## config.mk

```make
export PLATFORM = sky130hd
export DESIGN_NAME = cte_exec
export DESIGN_NICKNAME = d
export VERILOG_FILES = /design/src/verilog/cte_pkg.sv /design/src/verilog/cte_exec.sv /design/src/verilog/cte_timing.sv
export SDC_FILE = /design/constraint.sdc
export NUM_CORES = 1
export LEC_CHECK = 0
export BUFFER_PORTS_ARGS = -buffer_cell sky130_fd_sc_hd__buf_2
export CELL_PAD_IN_SITES_DETAIL_PLACEMENT = 0
export CELL_PAD_IN_SITES_GLOBAL_PLACEMENT = 1
export CORE_ASPECT_RATIO = 0.9
export CORE_MARGIN = 2
export CORE_UTILIZATION = 42
export DETAILED_ROUTE_END_ITERATION = 7
export PLACE_DENSITY = 0.85
export SYNTH_ARGS = -nofsm -noshare
export SYNTH_HDL_FRONTEND = slang
export SYNTH_SLANG_ARGS = --single-unit
```

## constraint.sdc

```tcl
create_clock -name clock -period 11.1 [get_ports clock]
set_clock_uncertainty 0.2 [all_clocks]
set_input_delay 1.665 -clock clock [delete_from_list [all_inputs] [get_ports clock]]
set_output_delay 1.665 -clock clock [all_outputs]
set_load 0.05 [all_outputs]
```

## src/verilog/cte_pkg.sv

```systemverilog
// Purpose: Shared types and constants for the transfer/arithmetic execution datapath.
// Assumes: One instruction clock equals one CPU clock cycle.
// Notes: Cycle figures are the base values before memory wait states.
package cte_pkg;

   // ----------------------------------------
   // Operation and operand classes
   // ----------------------------------------
   typedef enum logic [3:0] {
      OP_MOV, OP_XCH, OP_ADD, OP_ADD_WITH_CARRY_OP, OP_SUB, OP_SUBTRACT_WITH_BORROW_OP,
      OP_AND, OP_OR, OP_XOR, OP_CMP, OP_WORD_MOVE_OP_TO_AX, OP_WORD_MOVE_OP_FROM_AX, OP_WORD_EXCHANGE_OP
   } cte_op_type;

   // Where the second operand lives
   typedef enum logic [2:0] {
      SRC_IMM, SRC_REG, SRC_SADDR, SRC_SFR, SRC_ABS, SRC_PTR, SRC_PTR_DISP, SRC_PTR_IDX
   } cte_src_type;

   // Where the result goes
   typedef enum logic [1:0] {
      DST_ACC, DST_REG, DST_MEM
   } cte_dst_type;

   typedef struct packed {
      cte_op_type op;
      cte_src_type src;
      cte_dst_type dst;
      logic [2:0] regSel;
      logic [1:0] pairSel;
      logic [7:0] imm;
      logic [15:0] addr;
   } cte_instr_type;

   typedef struct packed {
      logic zero;
      logic auxCarry;
      logic carry;
   } cte_flags_type;

   // ----------------------------------------
   // Address areas
   // ----------------------------------------
   localparam logic [15:0] HSRAM_LO = 16'hfb00;
   localparam logic [15:0] HSRAM_HI = 16'hfeff;
   localparam logic [15:0] SADDR_HI = 16'hff1f;
   localparam logic [15:0] SFR_LO = 16'hff00;
   localparam logic [15:0] EXT_LO = 16'h8000;
   localparam logic [15:0] EXT_HI = 16'hf7ff;

   // ----------------------------------------
   // Base cycle counts and lengths
   // ----------------------------------------
   localparam logic [4:0] CYC_IMM_SFR = 5'h07;
   localparam logic [4:0] CYC_ABS_LONG = 5'h09;
   localparam logic [4:0] CYC_WORD_PAIR = 5'h04;
   localparam logic [4:0] CYC_SADDR_ALU_FAST = 5'h06;
   localparam logic [4:0] CYC_SADDR_ALU_SLOW = 5'h08;
   localparam logic [4:0] CYC_ABS_ALU_FAST = 5'h08;
   localparam logic [4:0] CYC_ALU_FAST = 5'h04;
   localparam logic [4:0] CYC_ALU_SLOW = 5'h05;
   localparam logic [4:0] CYC_ONE = 5'h01;
   localparam logic [4:0] CYC_REG_MOVE = 5'h02;
   localparam logic [4:0] CYC_XCH_SLOW = 5'h06;
   localparam logic [1:0] LEN_ONE = 2'h1;
   localparam logic [1:0] LEN_TWO = 2'h2;
   localparam logic [1:0] LEN_THREE = 2'h3;
   localparam logic [1:0] PAIR_ACC = 2'h0;
   localparam logic [2:0] REG_ACC = 3'h1;
   localparam int WAIT_W = 4;

endpackage

```

## src/verilog/cte_exec.sv

```systemverilog
// Purpose: Execution datapath for 8/16-bit transfer, exchange and 8-bit ALU ops.
// Assumes: Memory operand byte is presented with the instruction.
// Notes: Counts one busy cycle per CPU clock; fetch assumed internal ROM.
`timescale 1ns/1ps

// Behaviour
// - One timing clock is one CPU clock
// - Fast column for high-speed RAM or none
// - Other areas and SFRs use slow column
// - Add read waits for external reads
// - Add write waits for external writes
// - Counts valid only for internal ROM fetch
// - Word pair moves use pairs 1..3, 4 clocks
// - Add immediate to saddr writes back, sets carry
// - Add-with-carry adds byte plus old carry
// - Pointer-displacement subtract keeps difference, borrow
// - Subtract-with-borrow immediate stores back result
module cte_exec (
   input wire logic clock,
   input wire logic sys_rst,
   input wire logic start,
   input cte_pkg::cte_instr_type instr,
   input wire logic [7:0] memData,
   input wire logic [7:0] regData,
   input wire logic [15:0] pairData,
   input wire logic [15:0] pointerPair,
   input wire logic [7:0] idxData,
   input wire logic [cte_pkg::WAIT_W-1:0] readWaits,
   input wire logic [cte_pkg::WAIT_W-1:0] writeWaits,
   input wire logic internalRomFetch,
   output logic busy,
   output logic done,
   output logic badOperand,
   output logic [15:0] effAddr,
   output logic [7:0] acc,
   output logic [7:0] xReg,
   output logic [15:0] wordOut,
   output logic wordWrite,
   output logic [7:0] resultOut,
   output logic regWrite,
   output logic memWrite,
   output cte_pkg::cte_flags_type flags,
   output logic [5:0] cycleCount,
   output logic [1:0] instrLength,
   output logic timingExact
);

   typedef enum logic [1:0] {ST_IDLE, ST_RUN, ST_DONE} cte_state_type;

   cte_state_type state_r;
   cte_pkg::cte_instr_type instr_r;
   logic [5:0] remain_r;
   logic [5:0] cycles;
   logic [1:0] length;
   logic [7:0] opnd;
   logic [8:0] sum;
   logic [4:0] nib;
   logic [7:0] lhs;
   logic isSub;
   logic useCarry;
   logic [7:0] result;
   cte_pkg::cte_flags_type flagsNxt;
   logic inFastRam;
   logic inExt;
   logic illegalPair;
   logic [7:0] acc_r;
   logic [7:0] x_r;

   // ----------------------------------------
   // Operand fetch and address areas
   // ----------------------------------------
   always_comb begin
      case (instr.src)
         cte_pkg::SRC_PTR: effAddr = pointerPair;
         cte_pkg::SRC_PTR_DISP: effAddr = pointerPair + {8'h00, instr.imm};
         cte_pkg::SRC_PTR_IDX: effAddr = pointerPair + {8'h00, idxData};
         default: effAddr = instr.addr;
      endcase
   end

   assign inFastRam = instr.src != cte_pkg::SRC_SFR && effAddr >= cte_pkg::HSRAM_LO && effAddr <= cte_pkg::SADDR_HI
      && !(effAddr >= cte_pkg::SFR_LO);
   assign inExt = effAddr >= cte_pkg::EXT_LO && effAddr <= cte_pkg::EXT_HI;
   assign illegalPair = instr.op inside {cte_pkg::OP_WORD_MOVE_OP_TO_AX, cte_pkg::OP_WORD_MOVE_OP_FROM_AX, cte_pkg::OP_WORD_EXCHANGE_OP}
      && instr.pairSel == cte_pkg::PAIR_ACC;

   cte_timing u_timing (
      .instr(instr),
      .inFastRam(inFastRam),
      .inExt(inExt),
      .readWaits(readWaits),
      .writeWaits(writeWaits),
      .cycles(cycles),
      .length(length)
   );

   // ----------------------------------------
   // Arithmetic and logic
   // ----------------------------------------
   always_comb begin
      case (instr.src)
         cte_pkg::SRC_IMM: opnd = instr.imm;
         cte_pkg::SRC_REG: opnd = (instr.dst == cte_pkg::DST_REG) ? acc_r : regData;
         default: opnd = memData;
      endcase
      // Immediate-to-memory forms operate on the memory byte
      if (instr.src == cte_pkg::SRC_IMM && instr.dst == cte_pkg::DST_MEM) begin
         lhs = memData;
      end else if (instr.dst == cte_pkg::DST_REG) begin
         lhs = regData;
      end else begin
         lhs = acc_r;
      end
      isSub = instr.op inside {cte_pkg::OP_SUB, cte_pkg::OP_SUBTRACT_WITH_BORROW_OP, cte_pkg::OP_CMP};
      useCarry = (instr.op == cte_pkg::OP_ADD_WITH_CARRY_OP || instr.op == cte_pkg::OP_SUBTRACT_WITH_BORROW_OP) && flags.carry;
      if (isSub) begin
         sum = {1'b0, lhs} - {1'b0, opnd} - {8'h00, useCarry};
         nib = {1'b0, lhs[3:0]} - {1'b0, opnd[3:0]} - {4'h0, useCarry};
      end else begin
         sum = {1'b0, lhs} + {1'b0, opnd} + {8'h00, useCarry};
         nib = {1'b0, lhs[3:0]} + {1'b0, opnd[3:0]} + {4'h0, useCarry};
      end
      flagsNxt = flags;
      result = sum[7:0];
      case (instr.op)
         cte_pkg::OP_AND, cte_pkg::OP_OR, cte_pkg::OP_XOR: begin
            result = (instr.op == cte_pkg::OP_AND) ? (lhs & opnd)
               : (instr.op == cte_pkg::OP_OR) ? (lhs | opnd) : (lhs ^ opnd);
            flagsNxt.zero = (result == 8'h00);
         end
         cte_pkg::OP_ADD, cte_pkg::OP_ADD_WITH_CARRY_OP, cte_pkg::OP_SUB, cte_pkg::OP_SUBTRACT_WITH_BORROW_OP, cte_pkg::OP_CMP: begin
            flagsNxt.zero = (sum[7:0] == 8'h00);
            flagsNxt.auxCarry = nib[4];
            flagsNxt.carry = sum[8];
         end
         // A non-immediate store to memory carries the accumulator, not the old memory byte
         cte_pkg::OP_MOV: begin
            result = (instr.dst == cte_pkg::DST_MEM && instr.src != cte_pkg::SRC_IMM) ? acc_r : opnd;
         end
         cte_pkg::OP_XCH: result = opnd;
         default: result = opnd;
      endcase
   end

   // ----------------------------------------
   // Sequencer: one count per CPU clock
   // ----------------------------------------
   always_ff @(posedge clock or posedge sys_rst) begin
      if (sys_rst) begin
         state_r <= ST_IDLE;
         remain_r <= 6'h00;
      end else begin
         case (state_r)
            ST_IDLE: begin
               if (start && !illegalPair) begin
                  state_r <= (cycles > 6'h01) ? ST_RUN : ST_DONE;
                  remain_r <= cycles - 6'h01;
               end
            end
            ST_RUN: begin
               remain_r <= remain_r - 6'h01;
               if (remain_r == 6'h01) begin
                  state_r <= ST_DONE;
               end
            end
            ST_DONE: state_r <= ST_IDLE;
            default: state_r <= ST_IDLE;
         endcase
      end
   end

   // Latch instruction info and results at issue
   always_ff @(posedge clock or posedge sys_rst) begin
      if (sys_rst) begin
         instr_r <= '0;
         acc_r <= 8'h00;
         x_r <= 8'h00;
         flags <= '0;
         resultOut <= 8'h00;
         wordOut <= 16'h0000;
         regWrite <= 1'b0;
         memWrite <= 1'b0;
         wordWrite <= 1'b0;
         cycleCount <= 6'h00;
         instrLength <= 2'h0;
         timingExact <= 1'b0;
         badOperand <= 1'b0;
      end else begin
         regWrite <= 1'b0;
         memWrite <= 1'b0;
         wordWrite <= 1'b0;
         badOperand <= 1'b0;
         if (state_r == ST_IDLE && start) begin
            badOperand <= illegalPair;
            if (!illegalPair) begin
               instr_r <= instr;
               flags <= flagsNxt;
               cycleCount <= cycles;
               instrLength <= length;
               timingExact <= internalRomFetch;
               resultOut <= result;
               case (instr.op)
                  cte_pkg::OP_WORD_MOVE_OP_TO_AX: begin
                     {x_r, acc_r} <= {pairData[7:0], pairData[15:8]};
                  end
                  cte_pkg::OP_WORD_MOVE_OP_FROM_AX: begin
                     wordOut <= {acc_r, x_r};
                     wordWrite <= 1'b1;
                  end
                  cte_pkg::OP_WORD_EXCHANGE_OP: begin
                     {x_r, acc_r} <= {pairData[7:0], pairData[15:8]};
                     wordOut <= {acc_r, x_r};
                     wordWrite <= 1'b1;
                  end
                  cte_pkg::OP_CMP: begin
                  end
                  cte_pkg::OP_XCH: begin
                     acc_r <= opnd;
                     resultOut <= acc_r;
                     regWrite <= instr.src == cte_pkg::SRC_REG;
                     memWrite <= instr.src != cte_pkg::SRC_REG;
                  end
                  default: begin
                     if (instr.dst == cte_pkg::DST_ACC) begin
                        acc_r <= result;
                     end
                     regWrite <= instr.dst == cte_pkg::DST_REG;
                     memWrite <= instr.dst == cte_pkg::DST_MEM;
                  end
               endcase
            end
         end
      end
   end

   assign busy = state_r != ST_IDLE;
   assign done = state_r == ST_DONE;
   assign acc = acc_r;
   assign xReg = x_r;

endmodule

```

## src/verilog/cte_timing.sv

```systemverilog
// Purpose: Cycle count and length lookup for one instruction.
// Assumes: Program fetched from internal ROM.
// Notes: Wait states for the external area are added on top.
`timescale 1ns/1ps
module cte_timing (
   input cte_pkg::cte_instr_type instr,
   input wire logic inFastRam,
   input wire logic inExt,
   input wire logic [cte_pkg::WAIT_W-1:0] readWaits,
   input wire logic [cte_pkg::WAIT_W-1:0] writeWaits,
   output logic [5:0] cycles,
   output logic [1:0] length
);

   logic [4:0] base;
   logic [4:0] slow;
   logic [4:0] fast;
   logic memSrc;
   logic isRd;
   logic isWr;

   // Fast and slow base columns per operand class
   always_comb begin
      fast = cte_pkg::CYC_ALU_FAST;
      slow = cte_pkg::CYC_ALU_SLOW;
      length = cte_pkg::LEN_TWO;
      memSrc = 1'b0;
      case (instr.src)
         cte_pkg::SRC_IMM: begin
            if (instr.dst == cte_pkg::DST_MEM) begin
               fast = cte_pkg::CYC_SADDR_ALU_FAST;
               slow = (instr.op == cte_pkg::OP_MOV) ? cte_pkg::CYC_IMM_SFR : cte_pkg::CYC_SADDR_ALU_SLOW;
               length = cte_pkg::LEN_THREE;
               memSrc = 1'b1;
            end
         end
         cte_pkg::SRC_REG: begin
            if (instr.op inside {cte_pkg::OP_WORD_MOVE_OP_TO_AX, cte_pkg::OP_WORD_MOVE_OP_FROM_AX, cte_pkg::OP_WORD_EXCHANGE_OP}) begin
               fast = cte_pkg::CYC_WORD_PAIR;
               length = cte_pkg::LEN_ONE;
            end else if (instr.op inside {cte_pkg::OP_MOV, cte_pkg::OP_XCH}) begin
               fast = cte_pkg::CYC_REG_MOVE;
               length = cte_pkg::LEN_ONE;
            end
         end
         cte_pkg::SRC_SADDR, cte_pkg::SRC_SFR: begin
            memSrc = 1'b1;
            slow = (instr.op == cte_pkg::OP_XCH) ? cte_pkg::CYC_XCH_SLOW : cte_pkg::CYC_ALU_SLOW;
         end
         cte_pkg::SRC_ABS: begin
            fast = cte_pkg::CYC_ABS_ALU_FAST;
            slow = cte_pkg::CYC_ABS_LONG;
            length = cte_pkg::LEN_THREE;
            memSrc = 1'b1;
         end
         cte_pkg::SRC_PTR: begin
            slow = cte_pkg::CYC_ALU_SLOW;
            length = cte_pkg::LEN_ONE;
            memSrc = 1'b1;
         end
         cte_pkg::SRC_PTR_DISP: begin
            fast = cte_pkg::CYC_ABS_ALU_FAST;
            slow = cte_pkg::CYC_ABS_LONG;
            memSrc = 1'b1;
         end
         default: begin
            fast = cte_pkg::CYC_ABS_ALU_FAST;
            slow = cte_pkg::CYC_ABS_LONG;
            memSrc = 1'b1;
         end
      endcase
   end

   // Column choice: fast only for internal high-speed RAM or no data access
   assign base = (memSrc && !inFastRam) ? slow : fast;
   assign isWr = memSrc && instr.dst == cte_pkg::DST_MEM;
   assign isRd = memSrc && !(instr.op == cte_pkg::OP_MOV && instr.dst == cte_pkg::DST_MEM);
   assign cycles = {1'b0, base}
      + ((inExt && isRd) ? {2'b00, readWaits} : 6'h00)
      + ((inExt && isWr) ? {2'b00, writeWaits} : 6'h00);

endmodule

```

Word level (Yosys, flattened, before mapping)
Index checks and enable logic that the tools add are counted.

storage, ports and cells
  flip-flop bits (word level) = 64
  bits of input ports = 106
  output and inout port bits = 74
  logic and storage cells = 170

cells by class
  add/sub/neg operators = 14
  magnitude comparators = 6
  equal/unequal tests = 28
  multiplexer cells = 48
  bitwise gates (word level) = 5
  reduce and logical (&&, ||, !) cells = 53

operator list
  kind                                                     count
  two-way mux 8 bit                                        8
  >= comparator 16 bit (second input constant)             3
  one-hot mux 16 bit (3 select lines)                      1
  one-hot mux 8 bit (3 select lines)                       2
  adder 16 x 8 -> 16 bit                                   2
  less-or-equal comparator 16 bit (second input constant)  2
  one-hot mux 5 bit (3 select lines)                       2
  equality test 4 bit (second input constant)              5
  two-way mux 5 bit                                        4
  equality test 4 x 3 -> 1 bit (second input constant)     4
  logical AND 1 bit                                        16
  logical NOT 8 bit                                        2
  one-hot mux 8 bit (2 select lines)                       1
  two-way mux 2 bit                                        7
  equality test 3 bit (second input constant)              4
  two-way mux 4 bit                                        3
  one-hot mux 6 bit (2 select lines)                       1
  AND reduction 3 bit                                      4
  nonzero test 3 bit                                       4
  subtractor 6 x 1 -> 6 bit (second input constant)        2
  two-way mux 1 bit                                        10
  OR reduction 2 bit                                       5
  adder 8 x 8 -> 9 bit                                     1
  adder 9 x 1 -> 9 bit                                     1
  other kinds (40)                                         60

Depth between registers and ports, before layout
  depth after elaboration = 15
  gate-level depth with buffers = 26
  gate-level depth less buffers = 25

Cells and area by module
From an unflattened synthesis, not the netlist that was laid out.

second synthesis, totals
  cells, all modules = 849
  area, all modules = 6759.0 µm²

modules (own cells, without submodules)
  module      instances  cells each  area each (µm²)
  cte_exec    1          781         6247.2
  cte_timing  1          68          511.7

Worst setup path before layout
OpenSTA, ideal clock, no wires.

  path kind = input-to-reg
  start point = in instr[31] (netlist bit)
  end point = reg remain_r[5]
  library setup time = 0.133 ns
  arrival time = 7.800 ns
  data required time = 10.767 ns
  path slack = 2.968 ns
  stages on the path = 25
  path buffers = 2
  cells stage by stage = clkbuf_1 > buf_1 > nand2_1 > mux2_2 > ha_1 > inv_1 > fa_1 > nand3b_1 > a31oi_2 > o31ai_1 > a221o_1 > o2111a_1 > a31o_2 > nor3_1 > nand2_1 > fa_1 > inv_1 > ha_1 > fa_1 > or3_1 > nor2b_1 > nand2_1 > a32o_1 > a221oi_1 > a311oi_1

on the way
  cells in the longest elaborated chain, start to end = 14
  elaborated cells between the ends (all ways) = 39
  those cells by class = 3 x add/sub; 5 x order compare; 7 x eq/ne; 9 x mux; 15 x reduce/logical

RTL lines
  what                                   RTL line          source
  start, declared                        cte_exec.sv:22    input cte_pkg::cte_instr_type instr,
  equality test 3 bit                    cte_exec.sv:73    case (instr.src)
  one-hot mux 16 bit (3 select lines) *  cte_exec.sv:73
  net effAddr[12]                        cte_exec.sv:34    output logic [15:0] effAddr,
  >= comparator 16 bit                   cte_exec.sv:81    assign inFastRam = instr.src != cte_pkg::SRC_SFR && effAddr >= cte_pkg::HSRAM_LO && effAddr <= cte_pkg::SADDR_ ...
  logical AND 1 bit (2 in a row)         cte_exec.sv:81
  logical AND 1 bit                      cte_exec.sv:82    && !(effAddr >= cte_pkg::SFR_LO);
  logical NOT 1 bit                      cte_timing.sv:75  assign base = (memSrc && !inFastRam) ? slow : fast;
  logical AND 1 bit                      cte_timing.sv:75
  two-way mux 5 bit                      cte_timing.sv:75
  adder 5 x 6 -> 6 bit                   cte_timing.sv:79  + ((inExt && isRd) ? {2'b00, readWaits} : 6'h00)
  adder 6 bit *                          cte_timing.sv:80  + ((inExt && isWr) ? {2'b00, writeWaits} : 6'h00);
  net cycles[2]                          cte_exec.sv:53    logic [5:0] cycles;
  subtractor 6 x 1 -> 6 bit *            cte_exec.sv:157   remain_r <= cycles - 6'h01;
  two-way mux 6 bit *                    cte_exec.sv:155   if (start && !illegalPair) begin
  one-hot mux 6 bit (2 select lines) *   cte_exec.sv:153   case (state_r)
  end signal, assigned                   cte_exec.sv:157
  end signal, assigned                   cte_exec.sv:161   remain_r <= remain_r - 6'h01;
  end, declared                          cte_exec.sv:52    logic [5:0] remain_r;

Mark *: on every way through the listed nets, which the timed path passes. The rest lies on a longest branch. The select of a mux whose other input is x is not followed.
A chain may end at the register's enable or synchronous reset.

Final worst setup path
  start point = in instr[33] (netlist bit)
  end point = reg remain_r[5]

on the way
  cells in the longest elaborated chain, start to end = 14
  elaborated cells between the ends (all ways) = 39
  those cells by class = 3 x add/sub; 5 x order compare; 7 x eq/ne; 9 x mux; 15 x reduce/logical

RTL lines
  what                                           RTL line
  equality test 3 bit, on equally long branches  cte_exec.sv:73, cte_timing.sv:28
  one-hot mux 16 bit (3 select lines)            cte_exec.sv:73
  >= comparator 16 bit                           cte_exec.sv:81
  logical AND 1 bit (2 in a row)                 cte_exec.sv:81
  logical AND 1 bit                              cte_exec.sv:82
  logical NOT 1 bit                              cte_timing.sv:75
  logical AND 1 bit                              cte_timing.sv:75
  two-way mux 5 bit                              cte_timing.sv:75
  adder 5 x 6 -> 6 bit                           cte_timing.sv:79
  adder 6 bit *                                  cte_timing.sv:80
  net cycles[2]                                  cte_exec.sv:53
  subtractor 6 x 1 -> 6 bit *                    cte_exec.sv:157
  two-way mux 6 bit *                            cte_exec.sv:155
  one-hot mux 6 bit (2 select lines) *           cte_exec.sv:153

Marked as above.

==> metrics.md <==
| Metric | Value |
|---|---|
| Status | `completed` |
| M1 wire length | `9360 um` |
| Max-Cap Viols | `0` |
| Total power | `1.71 mW` |
| Proportion of synthesized area in mux cells | `0.0685` |
| Total number of vias | `6,525` |
| Adder-cell share of the synthesized area | `0.119` |
| Grt total ovfl | `0` |
| Hold Path Class | `flip-flop to flip-flop` |
| Worst setup EP type | `flip-flop` |
| Worst Setup EP | `remain_r[5]` |
| Post-synthesis simple-gate area fraction | `0.200` |
| Root buffer cell | `clkbuf_16` |
| Critical path class | `input pin to flip-flop` |
| Number of buffers and inverters on the critical path | `3` |
| Clk buf depth | `2` |
| RSZ-0062 raised after global routing | `no` |
| Most frequent cell after synthesis | `nand2_1` |
| Die area | `16,100 um2` |
| DRC viols | `0` |
| Largest cells by area after synthesis | `dfrtp_1 25%, ha_1 8.7%, nand2_1 6.4%, mux2_2 6.1%, a21oi_1 4.7%` |
| Yosys top cell by area | `dfrtp_1` |
| Final Setup Violations | `0` |
| DP Worst Slack | `2330 ps` |
| Synth Cell Area | `between 6000 and 7000 um2` |
| First-iteration detailed-routing DRC count | `508` |
| Setup TNS | `0 ps` |
| Sequential element share of the synthesized area | `0.253` |
| WHS Path Cells | `2` |
| Ys Warns | `0` |
| Layout area overhead | `20.8%` |
| Post-synthesis compound-gate area fraction | `0.272` |
| R2R setup slack | `6650 ps` |
| Top FF cell, synth | `dfrtp_1` |
| Max_slew headroom | `0.262` |
| Async set-reset flop share out of synthesis | `1.00` |
| First-pass iteration count of the detailed router | `6` |
| Wire length on met3 | `between 1500 and 2000 um` |
| Post-CTS resize count | `0` |
| Post-synthesis xor/xnor area fraction | `0.0319` |
| Die Ht | `120 um` |
| Top cells by count, synth | `108 x nand2_1, 73 x nor2_1, 64 x dfrtp_1` |
| Largest family of logic cells by synthesized area | `compound AO/OA/AOI/OAI gates` |
| Sink Count | `64` |
| Top-area cell type share of the netlist area | `0.253` |
| Top layer in use | `met4` |
| Path length in cells of the critical path | `25` |
| Endpoints failing hold | `0` |
| Critical R2R Capture | `acc[6]` |
| Peak supply drop | `around 0.12 mV` |
| Post-Layout Inst Area | `7640 um2` |
| Worst EP required | `11,090 ps` |
| H-tree levels | `3` |
| Max Clk Rate | `0.118 GHz` |
| Number of global-route vias before repair | `6,090` |
| Initial antenna violation count | `0` |
| Share of cells above drive strength 1 | `0.262` |
| CP peak stage delay | `around 520 ps` |
| Vias per cell | `5.66` |
| Initial Utilization | `0.430` |
| Slowest-stage cell, CP | `fa_1` |
| Core Rows | `42` |
| Syn Inst Count | `approximately 800` |
| Power density over the cells | `224 nW/um2` |
| Post-synth EDFFs | `0` |
| Ratio of final minimum period to clock period | `0.761` |
| WP data arrival | `8440 ps` |
| CP Max Fanout | `13` |
| TritonCTS buffer count | `9` |
| Final HPWL DP | `15,800 um` |
| CP Launch Point | `instr[33]` |
| Drt wl/cell | `17.6 um` |
| TritonCTS clock tree | `yes` |
| First-pass GRT wire length | `about 32,000 um` |
| Area of placed instances | `between 7000 and 8000 um2` |
| Fin nets | `1,109` |
| Routability cong. | `0.911` |
| Setup ws final | `between 2000 and 3000 ps` |
| FF-to-FF path depth | `15` |
| Pins over their slew limit | `0` |
| P_leak | `3.78 nW` |
| Clk_lat worst skew | `between 300 and 400 ps` |
| Setup crit start kind | `input pin` |
| R2r startpoint | `acc[0]` |
| Yosys reg bits | `64` |
| Cts-stage hold buffer count | `0` |
| Port Buffer Count | `176` |
| Netlist cell types | `71` |
| Total wire length | `20,200 um` |
| I/O pin cnt | `180` |
| Syn Area/Cell | `7.95 um2` |
| Clk slew on worst S/H paths | `50 ps` |
| Core area | `14,700 um2` |
| Gr usage total | `0.251` |
| Pin count of the biggest net entering global routing | `65` |
| Actual slew at the worst max-slew pin | `between 1000 and 1500 ps` |
| CP delay by family, top | `compound AO/OA/AOI/OAI gates` |
| Number of antenna diodes | `0` |
| Antenna viol nets, final | `0` |
| Most used cell, CP | `fa_1` |
| Met2 routed WL | `approximately 8900 um` |
| Setup Buffers After CTS | `0` |
| Die W | `133 um` |
| Syn_nets | `955` |
| Period minus WS final | `8440 ps` |
==> per-layer routing <==
metal	up-vias	track usage
li1	3202	-
met1	3012	0.356
met2	286	0.400
met3	25	0.0503
met4	0	0.0519
met5	-	0
==> registers in the layout, indices dropped and copies added (netlist names) <==
signal       cells
acc              8
badOperand       1
cycleCount       6
flags            3
instrLength      2
memWrite         1
regWrite         1
remain_r         6
resultOut        8
state_r          2
timingExact      1
wordOut         16
wordWrite        1
xReg             8
==> stage by stage <==
stage	hold WS, ps	util	std cells
after floorplan	261	-	795
after global placement	255	0.500	1136
after detailed placement	259	0.500	1136
after CTS	278	0.519	1152
after global routing	306	0.519	1152
final	273	0.519	1152
==> cell usage in the layout, fill, tap and decap left out, types with 10 or more instances in the layout <==
master    instances
buf_2           176
nand2_1         108
nor2_1           73
dfrtp_1          64
a21oi_1          60
inv_1            47
ha_1             44
o21ai_0          43
mux2_2           34
a21o_1           19
nand3_1          14
xor2_1           13
a211oi_1         13
nand2b_1         11
a221oi_1         11
nor2b_1          10
o22ai_1          10
nor3_1           10
xnor2_1          10
fa_1             10
==> tightest hold or removal path: cells and delay by family, from the launching register on <==
family | cells | cell delay, ps
flops | 1 | 330
compound gates | 1 | 50
simple gates | 1 | 60
==> worst min path at each step <==
stage	start	end	slack, ps
global placement	timingExact	timingExact	260
global route	timingExact	timingExact	310
finish	resultOut[7]	resultOut[7]	270
detailed placement	timingExact	timingExact	260
floorplan	remain_r[5]	remain_r[5]	260
CTS	cycleCount[2]	cycleCount[2]	280
==> area by class of cell <==
type | instances | area, um2
flip-flops and latches | 64 | 1600
multi-input cells | 641 | 4390
clock inverters | 7 | 47.5
fillers | 1428 | 7080
well taps | 198 | 248
repair buffers | 185 | 948
clock buffers | 9 | 225
inverters | 48 | 180
==> kinds of logic (layout without fill, tap and decap cells) <==
group                    Yosys count  in the layout
adder cells (fa/ha/maj)           54             54
buffers and inverters             90            249
flip-flops                        64             64
multiplexers                      39             39
AO/OA/AOI/OAI                    251            251
AND/OR/NAND/NOR                  274            274
XOR/XNOR                          23             23
==> power by group <==
| part | leakage [nW] | internal [mW] | switching (mW) |
|---|---|---|---|
| clock network | 0.132 | 0.151 | 0.105 |
| registers | 0.813 | 0.328 | 0.0912 |
| logic | 2.84 | 0.324 | 0.709 |
| total | 3.78 | 0.802 | 0.906 |
Power figures use the tool's default switching activity.
